==> src/pmc_pkg.sv <==
// Constants, types and timing for the supply monitor / clock / power controller.
// Assumes a 100 MHz system clock and a 32.768 kHz crystal seen as a synchronous input.
// Operation
// - Supply below reset threshold drives reset output low and sets reset_flag.
// - Reset threshold is selectable between the 1.8V and 2.7V trip levels.
// - After power-up the reset threshold selection defaults to the 2.7V level.
// - Reset output stays low about 1.54 s after the supply recovers.
// - Status read clears reset_flag only when the supply is above threshold.
// - Reset monitor active when selector 0 with low-supply enable, or selector 1 with alternate.
// - In Run, Idle or Standby, supply below 2.7V sets low_supply_flag.
// - Outside Sleep, a status read clears low_supply_flag only when the supply is above 2.7V.
// - In Sleep the low-supply monitor is off and its flag holds.
// - In Sleep a status read clears low_supply_flag unconditionally.
// - Each DAC powers down on its own; a powered-down output goes high impedance.
// - Entering Idle or Run powers both DACs up automatically.
// - Clearing vref_power powers down the internal reference.
// - The synthesized clock is derived as a fixed multiple of the crystal clock.
// - After a synthesizer off command the output toggles 1.95 ms, then holds low.
// - The synthesizer runs in every power mode except Sleep.
// - Reactivation needs supply above low level, reset released and synth_enable set.
// - The clock output is enabled 31.25 ms after activation, off before.
// - The synthesizer starts enabled at power-up; reset does not stop it.
// - Reset asserting while running keeps the synthesizer and its output running.
// - Entering Sleep clears synth_enable and supply_hold_en.
// - Clock-ready status sets once the output is enabled; a status read clears it.
package pmc_pkg;

    // ==========================================================
    // Timing
    localparam longint PMC_SYS_HZ          = 64'd100000000;
    localparam longint PMC_XTAL_HZ         = 64'd32768;
    localparam longint PMC_SYNTH_HZ        = 64'd2457600;
    localparam longint PMC_RST_STRETCH_US  = 64'd1540000;
    localparam longint PMC_STARTUP_US      = 64'd31250;
    localparam longint PMC_GRACE_US        = 64'd1950;
    // Least times round up, the grace period (a longest time) rounds down
    localparam int PMC_RST_STRETCH_TICKS = int'((PMC_RST_STRETCH_US * PMC_XTAL_HZ + 64'd999999) / 64'd1000000);
    localparam int PMC_STARTUP_TICKS     = int'((PMC_STARTUP_US * PMC_XTAL_HZ + 64'd999999) / 64'd1000000);
    localparam int PMC_GRACE_TICKS       = int'((PMC_GRACE_US * PMC_XTAL_HZ) / 64'd1000000);
    // Phase step so the accumulator top bit runs at the synthesized rate
    localparam longint PMC_SYNTH_INC     = (PMC_SYNTH_HZ * 64'h100000000) / PMC_SYS_HZ;
    localparam int     PMC_TICK_W        = 16;

    // ==========================================================
    // Types
    typedef enum logic [1:0] {PMC_SLEEP, PMC_STANDBY, PMC_IDLE, PMC_RUN} pmc_mode_t;

    typedef struct packed {
        logic monitor_select;
        logic low_supply_monitor_en;
        logic alt_monitor_en;
        logic reset_thresh_high;
        logic dac_one_power;
        logic dac_two_power;
        logic vref_power;
        logic synth_enable;
        logic supply_hold_en;
    } pmc_ctrl_t;

    typedef struct packed {
        logic clock_ready;
        logic low_supply_flag;
        logic reset_flag;
    } pmc_status_t;

    // ==========================================================
    // Reset values
    localparam pmc_ctrl_t   PMC_CTRL_RST   = '{1'b0, 1'b1, 1'b0, 1'b1, 1'b0, 1'b0, 1'b1, 1'b1, 1'b0};
    localparam pmc_status_t PMC_STATUS_RST = '{1'b0, 1'b0, 1'b0};
    localparam pmc_mode_t   PMC_MODE_RST   = PMC_RUN;
    localparam int          PMC_DAC_W      = 10;

endpackage : pmc_pkg

==> src/pmc_ctrl.sv <==
// Supply monitors, reset stretch, synthesized clock sequencing and DAC / reference gating.
// Assumes all inputs are synchronous to clk_sys; supply comparators arrive as levels.
`timescale 1ns/1ps
`default_nettype none

module pmc_ctrl
    import pmc_pkg::*;
#(
    parameter int          RST_STRETCH_TICKS = PMC_RST_STRETCH_TICKS,
    parameter int          STARTUP_TICKS     = PMC_STARTUP_TICKS,
    parameter int          GRACE_TICKS       = PMC_GRACE_TICKS,
    parameter logic [31:0] SYNTH_INC         = 32'(PMC_SYNTH_INC)
)
(
    input  wire logic                 clk_sys,
    input  wire logic                 rstn,
    input  wire logic                 crystal_in,
    output logic                      crystal_out,
    input  wire logic                 avdd_below_1v8,
    input  wire logic                 avdd_below_2v7,
    input  wire pmc_mode_t            power_mode,
    input  wire logic                 ctrl_wr,
    input  wire pmc_ctrl_t            ctrl_wdata,
    output pmc_ctrl_t                 ctrl_q,
    input  wire logic [1:0]           dac_wr,
    input  wire logic [PMC_DAC_W-1:0] dac_wdata,
    output logic [PMC_DAC_W-1:0]      dac_one_output,
    output logic                      dac_one_oe,
    output logic [PMC_DAC_W-1:0]      dac_two_output,
    output logic                      dac_two_oe,
    output logic                      vref_on,
    input  wire logic                 status_rd,
    output pmc_status_t               status_q,
    output logic                      reset_out_n,
    output logic                      synth_clock_out,
    output logic                      synth_running
);

    // ==========================================================
    // Helpers
    function automatic logic [PMC_TICK_W-1:0] dec_sat(input logic [PMC_TICK_W-1:0] v);
        dec_sat = (v == '0) ? '0 : v - 1'b1;
    endfunction : dec_sat

    localparam logic [PMC_TICK_W-1:0] STRETCH_LOAD = PMC_TICK_W'(RST_STRETCH_TICKS);
    localparam logic [PMC_TICK_W-1:0] STARTUP_LOAD = PMC_TICK_W'(STARTUP_TICKS);
    localparam logic [PMC_TICK_W-1:0] GRACE_LOAD   = PMC_TICK_W'(GRACE_TICKS);

    typedef enum logic [1:0] {SYN_OFF, SYN_WARMUP, SYN_ON, SYN_GRACE} pmc_syn_t;

    // ==========================================================
    // Declarations
    logic                    xtal_prev_ff;
    logic                    xtal_tick;
    logic                    crystal_out_ff;
    pmc_mode_t               mode_prev_ff;
    logic                    sleep_entry;
    logic                    wake_entry;
    logic                    in_sleep;
    pmc_ctrl_t               ctrl_ff;
    pmc_ctrl_t               nxt_ctrl;
    logic [PMC_DAC_W-1:0]    dac_one_ff;
    logic [PMC_DAC_W-1:0]    dac_two_ff;
    logic                    rst_mon_active;
    logic                    rst_trip;
    logic                    low_trip;
    logic [PMC_TICK_W-1:0]   stretch_ff;
    logic                    reset_out_n_ff;
    pmc_status_t             status_ff;
    pmc_status_t             nxt_status;
    pmc_syn_t                syn_state_ff;
    pmc_syn_t                nxt_syn_state;
    logic [PMC_TICK_W-1:0]   syn_cnt_ff;
    logic [PMC_TICK_W-1:0]   nxt_syn_cnt;
    logic                    gate_want;
    logic [31:0]             phase_ff;
    logic                    raw_ff;
    logic                    gate_ff;
    logic                    gate_prev_ff;
    logic                    out_ff;
    logic                    clock_enabled_pulse;

    // ==========================================================
    // Crystal tick
    // Crystal input counts as synchronous, so a single flop suffices for edges
    always_ff @(posedge clk_sys or negedge rstn)
    begin
        if (!rstn)
        begin
            xtal_prev_ff   <= 1'b0;
            crystal_out_ff <= 1'b1;
        end
        else
        begin
            xtal_prev_ff   <= crystal_in;
            crystal_out_ff <= ~crystal_in;
        end
    end

    assign xtal_tick   = crystal_in & ~xtal_prev_ff;
    assign crystal_out = crystal_out_ff;

    // ==========================================================
    // Power mode tracking
    always_ff @(posedge clk_sys or negedge rstn)
    begin
        if (!rstn)
        begin
            mode_prev_ff <= PMC_MODE_RST;
        end
        else
        begin
            mode_prev_ff <= power_mode;
        end
    end

    assign in_sleep    = (power_mode == PMC_SLEEP);
    assign sleep_entry = in_sleep && (mode_prev_ff != PMC_SLEEP);
    assign wake_entry  = ((power_mode == PMC_IDLE) || (power_mode == PMC_RUN))
                         && (mode_prev_ff != PMC_IDLE) && (mode_prev_ff != PMC_RUN);

    // ==========================================================
    // Control bits
    // Automatic mode actions override a host write in the same cycle
    always_comb
    begin
        nxt_ctrl = ctrl_ff;
        if (ctrl_wr)
        begin
            nxt_ctrl = ctrl_wdata;
        end
        if (wake_entry)
        begin
            nxt_ctrl.dac_one_power = 1'b1;
            nxt_ctrl.dac_two_power = 1'b1;
        end
        if (sleep_entry)
        begin
            nxt_ctrl.synth_enable   = 1'b0;
            nxt_ctrl.supply_hold_en = 1'b0;
        end
    end

    always_ff @(posedge clk_sys or negedge rstn)
    begin
        if (!rstn)
        begin
            ctrl_ff <= PMC_CTRL_RST;
        end
        else
        begin
            ctrl_ff <= nxt_ctrl;
        end
    end

    assign ctrl_q  = ctrl_ff;
    assign vref_on = ctrl_ff.vref_power;

    // ==========================================================
    // DAC codes and output drive
    always_ff @(posedge clk_sys or negedge rstn)
    begin
        if (!rstn)
        begin
            dac_one_ff <= '0;
            dac_two_ff <= '0;
        end
        else
        begin
            if (dac_wr[0])
            begin
                dac_one_ff <= dac_wdata;
            end
            if (dac_wr[1])
            begin
                dac_two_ff <= dac_wdata;
            end
        end
    end

    // Output enable low means the analog pin floats
    assign dac_one_output = dac_one_ff;
    assign dac_two_output = dac_two_ff;
    assign dac_one_oe     = ctrl_ff.dac_one_power;
    assign dac_two_oe     = ctrl_ff.dac_two_power;

    // ==========================================================
    // Reset monitor and stretch
    assign rst_mon_active = (!ctrl_ff.monitor_select && ctrl_ff.low_supply_monitor_en)
                            || (ctrl_ff.monitor_select && ctrl_ff.alt_monitor_en);
    assign rst_trip       = rst_mon_active
                            && (ctrl_ff.reset_thresh_high ? avdd_below_2v7 : avdd_below_1v8);

    // Power-on starts with a full stretch, like a supply recovering from zero
    always_ff @(posedge clk_sys or negedge rstn)
    begin
        if (!rstn)
        begin
            stretch_ff     <= STRETCH_LOAD;
            reset_out_n_ff <= 1'b0;
        end
        else
        begin
            if (rst_trip)
            begin
                stretch_ff     <= STRETCH_LOAD;
                reset_out_n_ff <= 1'b0;
            end
            else
            begin
                if (xtal_tick)
                begin
                    stretch_ff <= dec_sat(stretch_ff);
                end
                reset_out_n_ff <= (stretch_ff == '0);
            end
        end
    end

    assign reset_out_n = reset_out_n_ff;

    // ==========================================================
    // Status flags
    assign low_trip = !in_sleep && avdd_below_2v7;

    // Each flag: set term last, so a coinciding read never loses an event
    always_comb
    begin
        nxt_status = status_ff;
        if (status_rd && !rst_trip)
        begin
            nxt_status.reset_flag = 1'b0;
        end
        if (rst_trip)
        begin
            nxt_status.reset_flag = 1'b1;
        end
        if (status_rd && (in_sleep || !avdd_below_2v7))
        begin
            nxt_status.low_supply_flag = 1'b0;
        end
        if (low_trip)
        begin
            nxt_status.low_supply_flag = 1'b1;
        end
        if (status_rd)
        begin
            nxt_status.clock_ready = 1'b0;
        end
        if (clock_enabled_pulse)
        begin
            nxt_status.clock_ready = 1'b1;
        end
    end

    always_ff @(posedge clk_sys or negedge rstn)
    begin
        if (!rstn)
        begin
            status_ff <= PMC_STATUS_RST;
        end
        else
        begin
            status_ff <= nxt_status;
        end
    end

    assign status_q = status_ff;

    // ==========================================================
    // Synthesizer sequencing
    // Reset output is not an off condition once running
    always_comb
    begin
        nxt_syn_state = syn_state_ff;
        nxt_syn_cnt   = syn_cnt_ff;
        unique case (syn_state_ff)
            SYN_OFF:
            begin
                if (ctrl_ff.synth_enable && !in_sleep && !avdd_below_2v7 && reset_out_n_ff)
                begin
                    nxt_syn_state = SYN_WARMUP;
                    nxt_syn_cnt   = STARTUP_LOAD;
                end
            end
            SYN_WARMUP:
            begin
                if (!ctrl_ff.synth_enable || in_sleep)
                begin
                    nxt_syn_state = SYN_OFF;
                end
                else if (syn_cnt_ff == '0)
                begin
                    nxt_syn_state = SYN_ON;
                end
                else if (xtal_tick)
                begin
                    nxt_syn_cnt = dec_sat(syn_cnt_ff);
                end
            end
            SYN_ON:
            begin
                if (!ctrl_ff.synth_enable || sleep_entry || in_sleep)
                begin
                    nxt_syn_state = SYN_GRACE;
                    nxt_syn_cnt   = GRACE_LOAD;
                end
            end
            SYN_GRACE:
            begin
                if (syn_cnt_ff == '0)
                begin
                    nxt_syn_state = SYN_OFF;
                end
                else if (xtal_tick)
                begin
                    nxt_syn_cnt = dec_sat(syn_cnt_ff);
                end
            end
        endcase
    end

    // Power-up enters warm-up directly: the synthesizer starts enabled
    always_ff @(posedge clk_sys or negedge rstn)
    begin
        if (!rstn)
        begin
            syn_state_ff <= SYN_WARMUP;
            syn_cnt_ff   <= STARTUP_LOAD;
        end
        else
        begin
            syn_state_ff <= nxt_syn_state;
            syn_cnt_ff   <= nxt_syn_cnt;
        end
    end

    assign gate_want     = (syn_state_ff == SYN_ON) || (syn_state_ff == SYN_GRACE);
    assign synth_running = (syn_state_ff != SYN_OFF);

    // ==========================================================
    // Clock generation and gating
    // Phase step is the crystal rate times 75; jitter is one system period
    always_ff @(posedge clk_sys or negedge rstn)
    begin
        if (!rstn)
        begin
            phase_ff <= '0;
            raw_ff   <= 1'b0;
        end
        else
        begin
            phase_ff <= phase_ff + SYNTH_INC;
            raw_ff   <= phase_ff[31];
        end
    end

    // Gate only moves while the raw clock is low, so every pulse is whole
    always_ff @(posedge clk_sys or negedge rstn)
    begin
        if (!rstn)
        begin
            gate_ff      <= 1'b0;
            gate_prev_ff <= 1'b0;
            out_ff       <= 1'b0;
        end
        else
        begin
            if (!raw_ff)
            begin
                gate_ff <= gate_want;
            end
            gate_prev_ff <= gate_ff;
            out_ff       <= raw_ff & gate_ff;
        end
    end

    assign clock_enabled_pulse = gate_ff & ~gate_prev_ff;
    assign synth_clock_out     = out_ff;

endmodule : pmc_ctrl

`default_nettype wire

==> config.mk <==
export PLATFORM = sky130hd
export DESIGN_NAME = pmc_ctrl
export DESIGN_NICKNAME = d
export VERILOG_FILES = /design/src/pmc_pkg.sv /design/src/pmc_ctrl.sv
export SDC_FILE = /design/constraint.sdc
export NUM_CORES = 1
export LEC_CHECK = 0
export ABC_AREA = 1
export ABC_CLOCK_PERIOD_IN_PS = 1780
export BUFFER_PORTS_ARGS = -buffer_cell sky130_fd_sc_hd__buf_2
export CORE_UTILIZATION = 50
export CTS_CLUSTER_DIAMETER = 50
export DETAILED_ROUTE_END_ITERATION = 10
export MAX_ROUTING_LAYER = met4
export PLACE_DENSITY = 0.8
export SLEW_MARGIN = 20
export SYNTH_ARGS = -nofsm -noshare
export SYNTH_HDL_FRONTEND = slang
export SYNTH_SLANG_ARGS = --single-unit
==> constraint.sdc <==
create_clock -name clk_sys -period 1.78 [get_ports clk_sys]
set_clock_uncertainty 0.15 [all_clocks]
set_input_delay 0.178 -clock clk_sys [delete_from_list [all_inputs] [get_ports clk_sys]]
set_output_delay 0.178 -clock clk_sys [all_outputs]
set_load 0.02 [all_outputs]
==> flow_summary.yaml, run 1 <==
sta:
  post-route-min-period_ns: 1.73
  setup_viol: 0
  slew-limit-headroom: 0.713
  slew_viol_final: 0
  fmax_mhz: 577
  hold_violations: 0
  tightest_slew_ns: 0.431
  fin_crit_sh: 0.974
die:
  ioPinCount: 69
  die_w_um: 110
  die_y_um: 110
  core_um2: 11400
  die_area_um2: 12100
  rows: 39
  start_util: 0.511
setup_path:
  critPathMaxFanout: 4
  cp.arrival_ns: 1.83
  cp_num_buf_inv: 3
  cp_slowest_cell: "dfstp_2"
  worstPathRequired_ns: 1.87
  path_cells: "inv_1 -> nor2_4 -> clkinv_2 -> nor2_2 -> nand3b_4 -> nor2_8 -> buf_4 -> nand2_1 -> nand2_1"
  path_class: "reg2reg"
  end_kind: "flop"
  startpoint_type: "flop"
  crit_family: "simple AND/OR/NAND/NOR gates"
  crit_path_max_incr_delay_ns: 0.53
  rrSetupSlack_ns: 0.05
  cpMostUsedCell: "nand2_1"
final_layout:
  synthToLayoutAreaGrowth_pct: 22.7
  insertedDiodeCount: 0
  fillCellCount: 927
  stdcell_area_um2: 7130
  final_nets: 906
  stdcell_count: 1021
  drive_gt1_frac: 0.227
worst_hold_path:
  hold_class: "in2reg"
logic_synthesis:
  synth-main-ff-cell: "dfrtp_1"
  synth.area.top_cells: "dfrtp_1 37%, nand2_1 15%, dfstp_2 8.1%, inv_1 6.2%, nor2_1 5.7%"
  ys_seq_area_frac: 0.456
  syn_area_per_cell_um2: 7.72
  synth_top_area_share: 0.375
  synth_edf_count: 0
  netlist_area_um2: 5810
  yosys.area.top_type: "dfrtp_1"
  syn_inst: 753
  yosys_register_bits: 105
  yosysWarnings: 0
  async_flop_share: 1.00
  synthDistinctLibCells: 44
  syn_nets: 786
run_status:
  status: "finished clean"
routing:
  drt_wl_total_mm: 13.1
  first_pass_iters: 5
  wire_per_inst_um: 12.8
  drc_errors: 0
  viasPerCell: 5.04
  final_antenna_net_count: 0
  first_iter_violations: 384
  vias: 5147
placed_design:
  dpl.hpwl_mm: 9.43
  port_buffers: 68
  gp_congestion: 0.912
  dp.cells: 975
  placed_cell_area_um2: 6450
cts:
  root_buffer: "clkbuf_16"
  cts.clk_slew.worst_paths_ns: 0.08
  clkLatencyLatePin_ns: 0.36
  clock-sinks: 105
  cts_buffers: 9
  clockBufferDepth: 2
  h-tree-depth: 3
  cts_tree: "built"
global_route:
  grt_antenna_before_repair: 0
  grt_pass1_vias: 4755
  grt_use_total: 0.233
  grt_max_degree: 43
  grt_pass1_wl_mm: 21.1
  gr-total-overflow: 0
job:
  maxCapViolCount: 0
power:
  finalPower_mw: 8.09
  ir_drop_v: 0.000951
  powerDensity_nw_per_um2: 1130
  p_leak_nw: 3.71
[metal layers]
metal  up-vias  track usage  wire [µm]
met4         0       0.0838        180
met3        16       0.0373        488
met1      2415        0.288       6040
met2       109        0.385       6380
met5         -            -          0
li1       2607            -          -
[stage by stage]
| stage | utilization | setup slack, ns | hold WS, ns | TNS (ns) |
|---|---|---|---|---|
| 2_1_floorplan | - | 0.0695 | -0.268 | 0 |
| 3_3_place_gp | 0.568 | 0.0461 | -0.00457 | 0 |
| 3_5_place_dp | 0.568 | 0.0107 | -0.00487 | 0 |
| 4_1_cts | 0.616 | 0.00470 | 0.00448 | 0 |
| 5_1_grt | 0.627 | -0.0316 | 0.0193 | -0.302 |
| 6_report | 0.627 | 0.0470 | 0.00856 | 0 |
[report_power, final]
group          internal (mW)  switching, mW
Combinational           1.23           1.84
Sequential              2.79          0.307
Clock                  0.969          0.949
Total                   4.99           3.10
[worst min-delay path, delay by kind of cell]
| kind | cells | cell delay, ns |
|---|---|---|
| compound gates | 1 | 0.07 |
| buf+inv | 1 | 0.18 |
| simple gates | 1 | 0.08 |
[logic make-up (layout without fill, tap and decap cells)]
family / Yosys count / after routing / share of synthesized area
AOI/OAI and AO/OA: 75 / 75 / 0.0687
xor gates and xnor gates: 30 / 30 / 0.0452
adders and majority gates: 3 / 3 / 0.00646
buffers and inverters: 112 / 237 / 0.0820
DFF: 105 / 105 / 0.456
muxes: 20 / 20 / 0.0387
and+or+nand+nor: 408 / 408 / 0.303
[cells in the final DEF (no fill, tap or decap), drive strengths merged]
| master | instances |
|---|---|
| xnor2 | 4 |
| o211ai | 1 |
| o21ai | 45 |
| o22ai | 2 |
| a31oi | 1 |
| o21a | 2 |
| a21boi | 1 |
| o21bai | 1 |
| nand3b | 4 |
| mux2 | 20 |
| nor2 | 96 |
| or2 | 2 |
| buf | 94 |
| ha | 3 |
| clkbuf | 10 |
| clkinvlp | 1 |
| dfrtp | 87 |
| nor3 | 6 |
| clkinv | 4 |
| a21oi | 22 |
| dlygate4sd3 | 27 |
| nand3 | 45 |
| inv | 101 |
| nand4 | 10 |
| and3 | 1 |
| xor2 | 26 |
| and2 | 2 |
| dfstp | 18 |
| nand2 | 242 |
[what timing repair did]
action	4_1_cts	5_1_grt
buffers inserted	0	3
endpoints found under the hold margin	92	0
pin swaps	0	5
setup endpoints to repair	1	40
resized for setup	1	35
hold buffers	27	0
[area by class of cell]
type	instances	area, µm²	share of cell area
clock buffers	10	229	0.0321
clock inverters	6	48.8	0.00684
inverters	100	388	0.0544
multi-input cells	536	2780	0.390
flip-flops and latches	105	2650	0.371
well taps	143	179	0.0251
repair buffers	121	858	0.120
[worst paths after layout]
path / endpoint / from / cells after the start
min in group asynchronous: dac_one_output[8] / rstn / 2
worst max register to register: syn_cnt_ff[14] / ctrl_q[1] / 9
worst min-delay path: ctrl_q[7] / ctrl_wr / 3
worst max-delay path: syn_cnt_ff[14] / ctrl_q[1] / 9
max in group asynchronous: ctrl_q[7] / rstn / 3
worst min register to register: raw_ff / phase_ff[31] / 0
[Yosys cell counts (2+ instances only)]
cell type	count
nand2_1	228
inv_1	96
nor2_1	89
dfrtp_1	87
nand3_1	43
o21ai_0	40
xor2_1	26
a21oi_1	22
mux2_2	20
dfstp_2	18
nand2_2	12
nand4_1	10
nor3_1	5
buf_4	4
clkbuf_1	4
nor2_2	4
xnor2_1	4
ha_1	3
nand3b_1	3
o21ai_1	3
and2_1	2
buf_6	2
nand2_4	2
nand3_2	2
nor2_4	2
o21a_1	2
o21ai_2	2
o22ai_1	2
[registers in the layout (all words and copies together), names as in the netlist, named ones only]
name and count:
crystal_out 1, dac_one_oe 1, reset_out_n 1, phase_ff 30, gate_prev_ff 1, syn_state_ff 1
raw_ff 1, mode_prev_ff 2, dac_two_output 10, ctrl_q 6, dac_two_oe 1, stretch_ff 16
xtal_prev_ff 1, vref_on 1, gate_ff 1, dac_one_output 10, syn_cnt_ff 16, status_q 3
synth_clock_out 1
No activity file was read; power rests on OpenSTA's default activity.
==> run 2: changes to the inputs <==
ABC_CLOCK_PERIOD_IN_PS = 1900   (was 1780)
GPL_TIMING_DRIVEN = 1   (was default)
PLACE_DENSITY = 0.68   (was 0.8)
clock period = 1.9 ns   (was 1.78 ns; I/O delays follow)
==> run 2 against run 1 <==
Sequential cell count stayed put. Critical endpoint is now syn_cnt_ff[9]. Final cell count shrank 1.5%. Worst hold slack better by 0.0027 ns. Highest routed layer unchanged. Sequential share of layout area increased by 0.88 points. Utilization is 1.5 points lower.
==> flow_summary.yaml, run 2 (same netlist as run 1, synthesis figures left out) <==
run_status:
  status: "finished clean"
sta:
  fin_crit_sh: 0.957
  post-route-min-period_ns: 1.82
  hold_violations: 0
  slew_viol_final: 0
  slew-limit-headroom: 0.745
  setup_viol: 0
  tightest_slew_ns: 0.380
  fmax_mhz: 550
  rsz0062_at_grt: "true"
cts:
  cts_tree: "built"
  h-tree-depth: 3
  clkLatencyLatePin_ns: 0.36
  root_buffer: "clkbuf_16"
  cts_buffers: 9
  clockBufferDepth: 2
  cts.clk_slew.worst_paths_ns: 0.07
  clock-sinks: 105
final_layout:
  final_core_util: 0.613
  largest-register: "phase_ff"
  largest_reg_flops: 30
  final_nets: 891
  top_regs: "phase_ff (30), stretch_ff (16), syn_cnt_ff (16)"
  final_common_cell: "nand2_1"
  drive_gt1_frac: 0.196
  final_cell_mix: "226 x nand2_1, 96 x inv_1, 88 x nor2_1, 87 x dfrtp_1, 67 x buf_2"
  insertedDiodeCount: 0
  synthToLayoutAreaGrowth_pct: 19.9
routing:
  top_layer: "met4"
  drt_wl_total_mm: 13.4
  viasPerCell: 5.05
  wire_per_inst_um: 13.4
  first_iter_violations: 245
  wl_met1_mm: 6.03
  wl_met3_um: 568
  final_antenna_net_count: 0
  drc_errors: 0
  route.met2.wl_mm: 6.55
  vias: 5083
  first_pass_iters: 5
placed_design:
  port_buffers: 68
  gp_congestion: 0.913
  dpl.hpwl_mm: 9.83
setup_path:
  path_class: "in2reg"
  critPathLaunch: "power_mode[1]"
  critPathMaxFanout: 8
  end_kind: "flop"
  startpoint_type: "input port"
  worstPathRequired_ns: 1.98
  cp.arrival_ns: 1.90
  rr_worst_depth: 9
  r2r_start: "syn_cnt_ff[0]"
worst_hold_path:
  holdPathStages: 3
  min_from: "ctrl_wr"
  hold_class: "in2reg"
die:
  start_util: 0.511
  die_y_um: 110
  core_um2: 11400
  die_area_um2: 12100
  rows: 39
  ioPinCount: 69
  die_w_um: 110
global_route:
  grt_max_degree: 63
  grt_antenna_before_repair: 0
  grt_use_total: 0.250
  gr-total-overflow: 0
  grt_pass1_wl_mm: 22.6
  grt_pass1_vias: 4908
power:
  p_leak_nw: 3.64
  finalPower_mw: 7.68
  powerDensity_nw_per_um2: 1100
  ir_drop_v: 0.00116
job:
  maxCapViolCount: 0
run 2: cell count changes in the layout (fill, tap and decap cells not counted), moves of 6 or more:
cell     previous run  this run
buf_4              23        12
nand2_1           217       226
nand2_2            21        14
o21ai_0            32        38
o21ai_1            11         5
run 2: worst paths after layout:
check                      slack, ns            end
min in group asynchronous       0.15  syn_cnt_ff[9]
max                             0.08  syn_cnt_ff[9]
min reg2reg                     0.27         raw_ff
min                             0.01      ctrl_q[5]
max reg2reg                     0.08  syn_cnt_ff[9]
max in group asynchronous       0.75        vref_on
run 2: metrics by stage:
step	instances	setup WS, ns	setup TNS (ns)	cell area, µm²	hold slack [ns]
after floorplan	753	0.190	0	5810	-0.256
after global placement	963	0.159	0	6350	-0.0132
after detailed placement	963	0.0693	0	6350	-0.0112
after CTS	1004	0.0451	0	6930	0.00429
after global routing	1006	-0.0748	-0.398	6970	0.0240
final	1006	0.0808	0	6970	0.0112
run 2: power breakdown:
part           leakage, nW  internal, mW  switching [mW]
Combinational         2.18         0.997            1.68
Clock                0.164          1.21           0.876
Sequential            1.29          2.61           0.304
run 2: what timing repair did:
| item | CTS | global route |
|---|---|---|
| setup buffers | 0 | 2 |
| hold endpoints to repair | 71 | 0 |
| resized for setup | 0 | 7 |
| hold buffers | 25 | 0 |
| endpoints found under the setup margin | 0 | 21 |
run 2: final cells by class:
| type | instances | area [µm²] |
|---|---|---|
| Clock buffer | 10 | 239 |
| Clock inverter | 6 | 95.1 |
| Fill cell | 1030 | 4400 |
| Inverter | 100 | 384 |
| Multi-Input combinational cell | 536 | 2710 |
| Sequential cell | 105 | 2650 |
| Tap cell | 143 | 179 |
| Timing Repair Buffer | 106 | 716 |
run 2: per-layer routing:
| metal | track usage | up-vias |
|---|---|---|
| li1 | - | 2572 |
| met1 | 0.300 | 2387 |
| met2 | 0.413 | 98 |
| met3 | 0.0599 | 26 |
| met4 | 0.0800 | 0 |
| met5 | - | - |
run 2: worst max-delay path, cell delays in order:
cell	delay (ns)
dlygate4sd3_1	0.53
buf_2	0.14
nor2_2	0.23
nor2_4	0.06
clkinv_2	0.06
nor2_2	0.04
nand3b_4	0.19
buf_4	0.18
o21ai_0	0.20
nand2_1	0.08
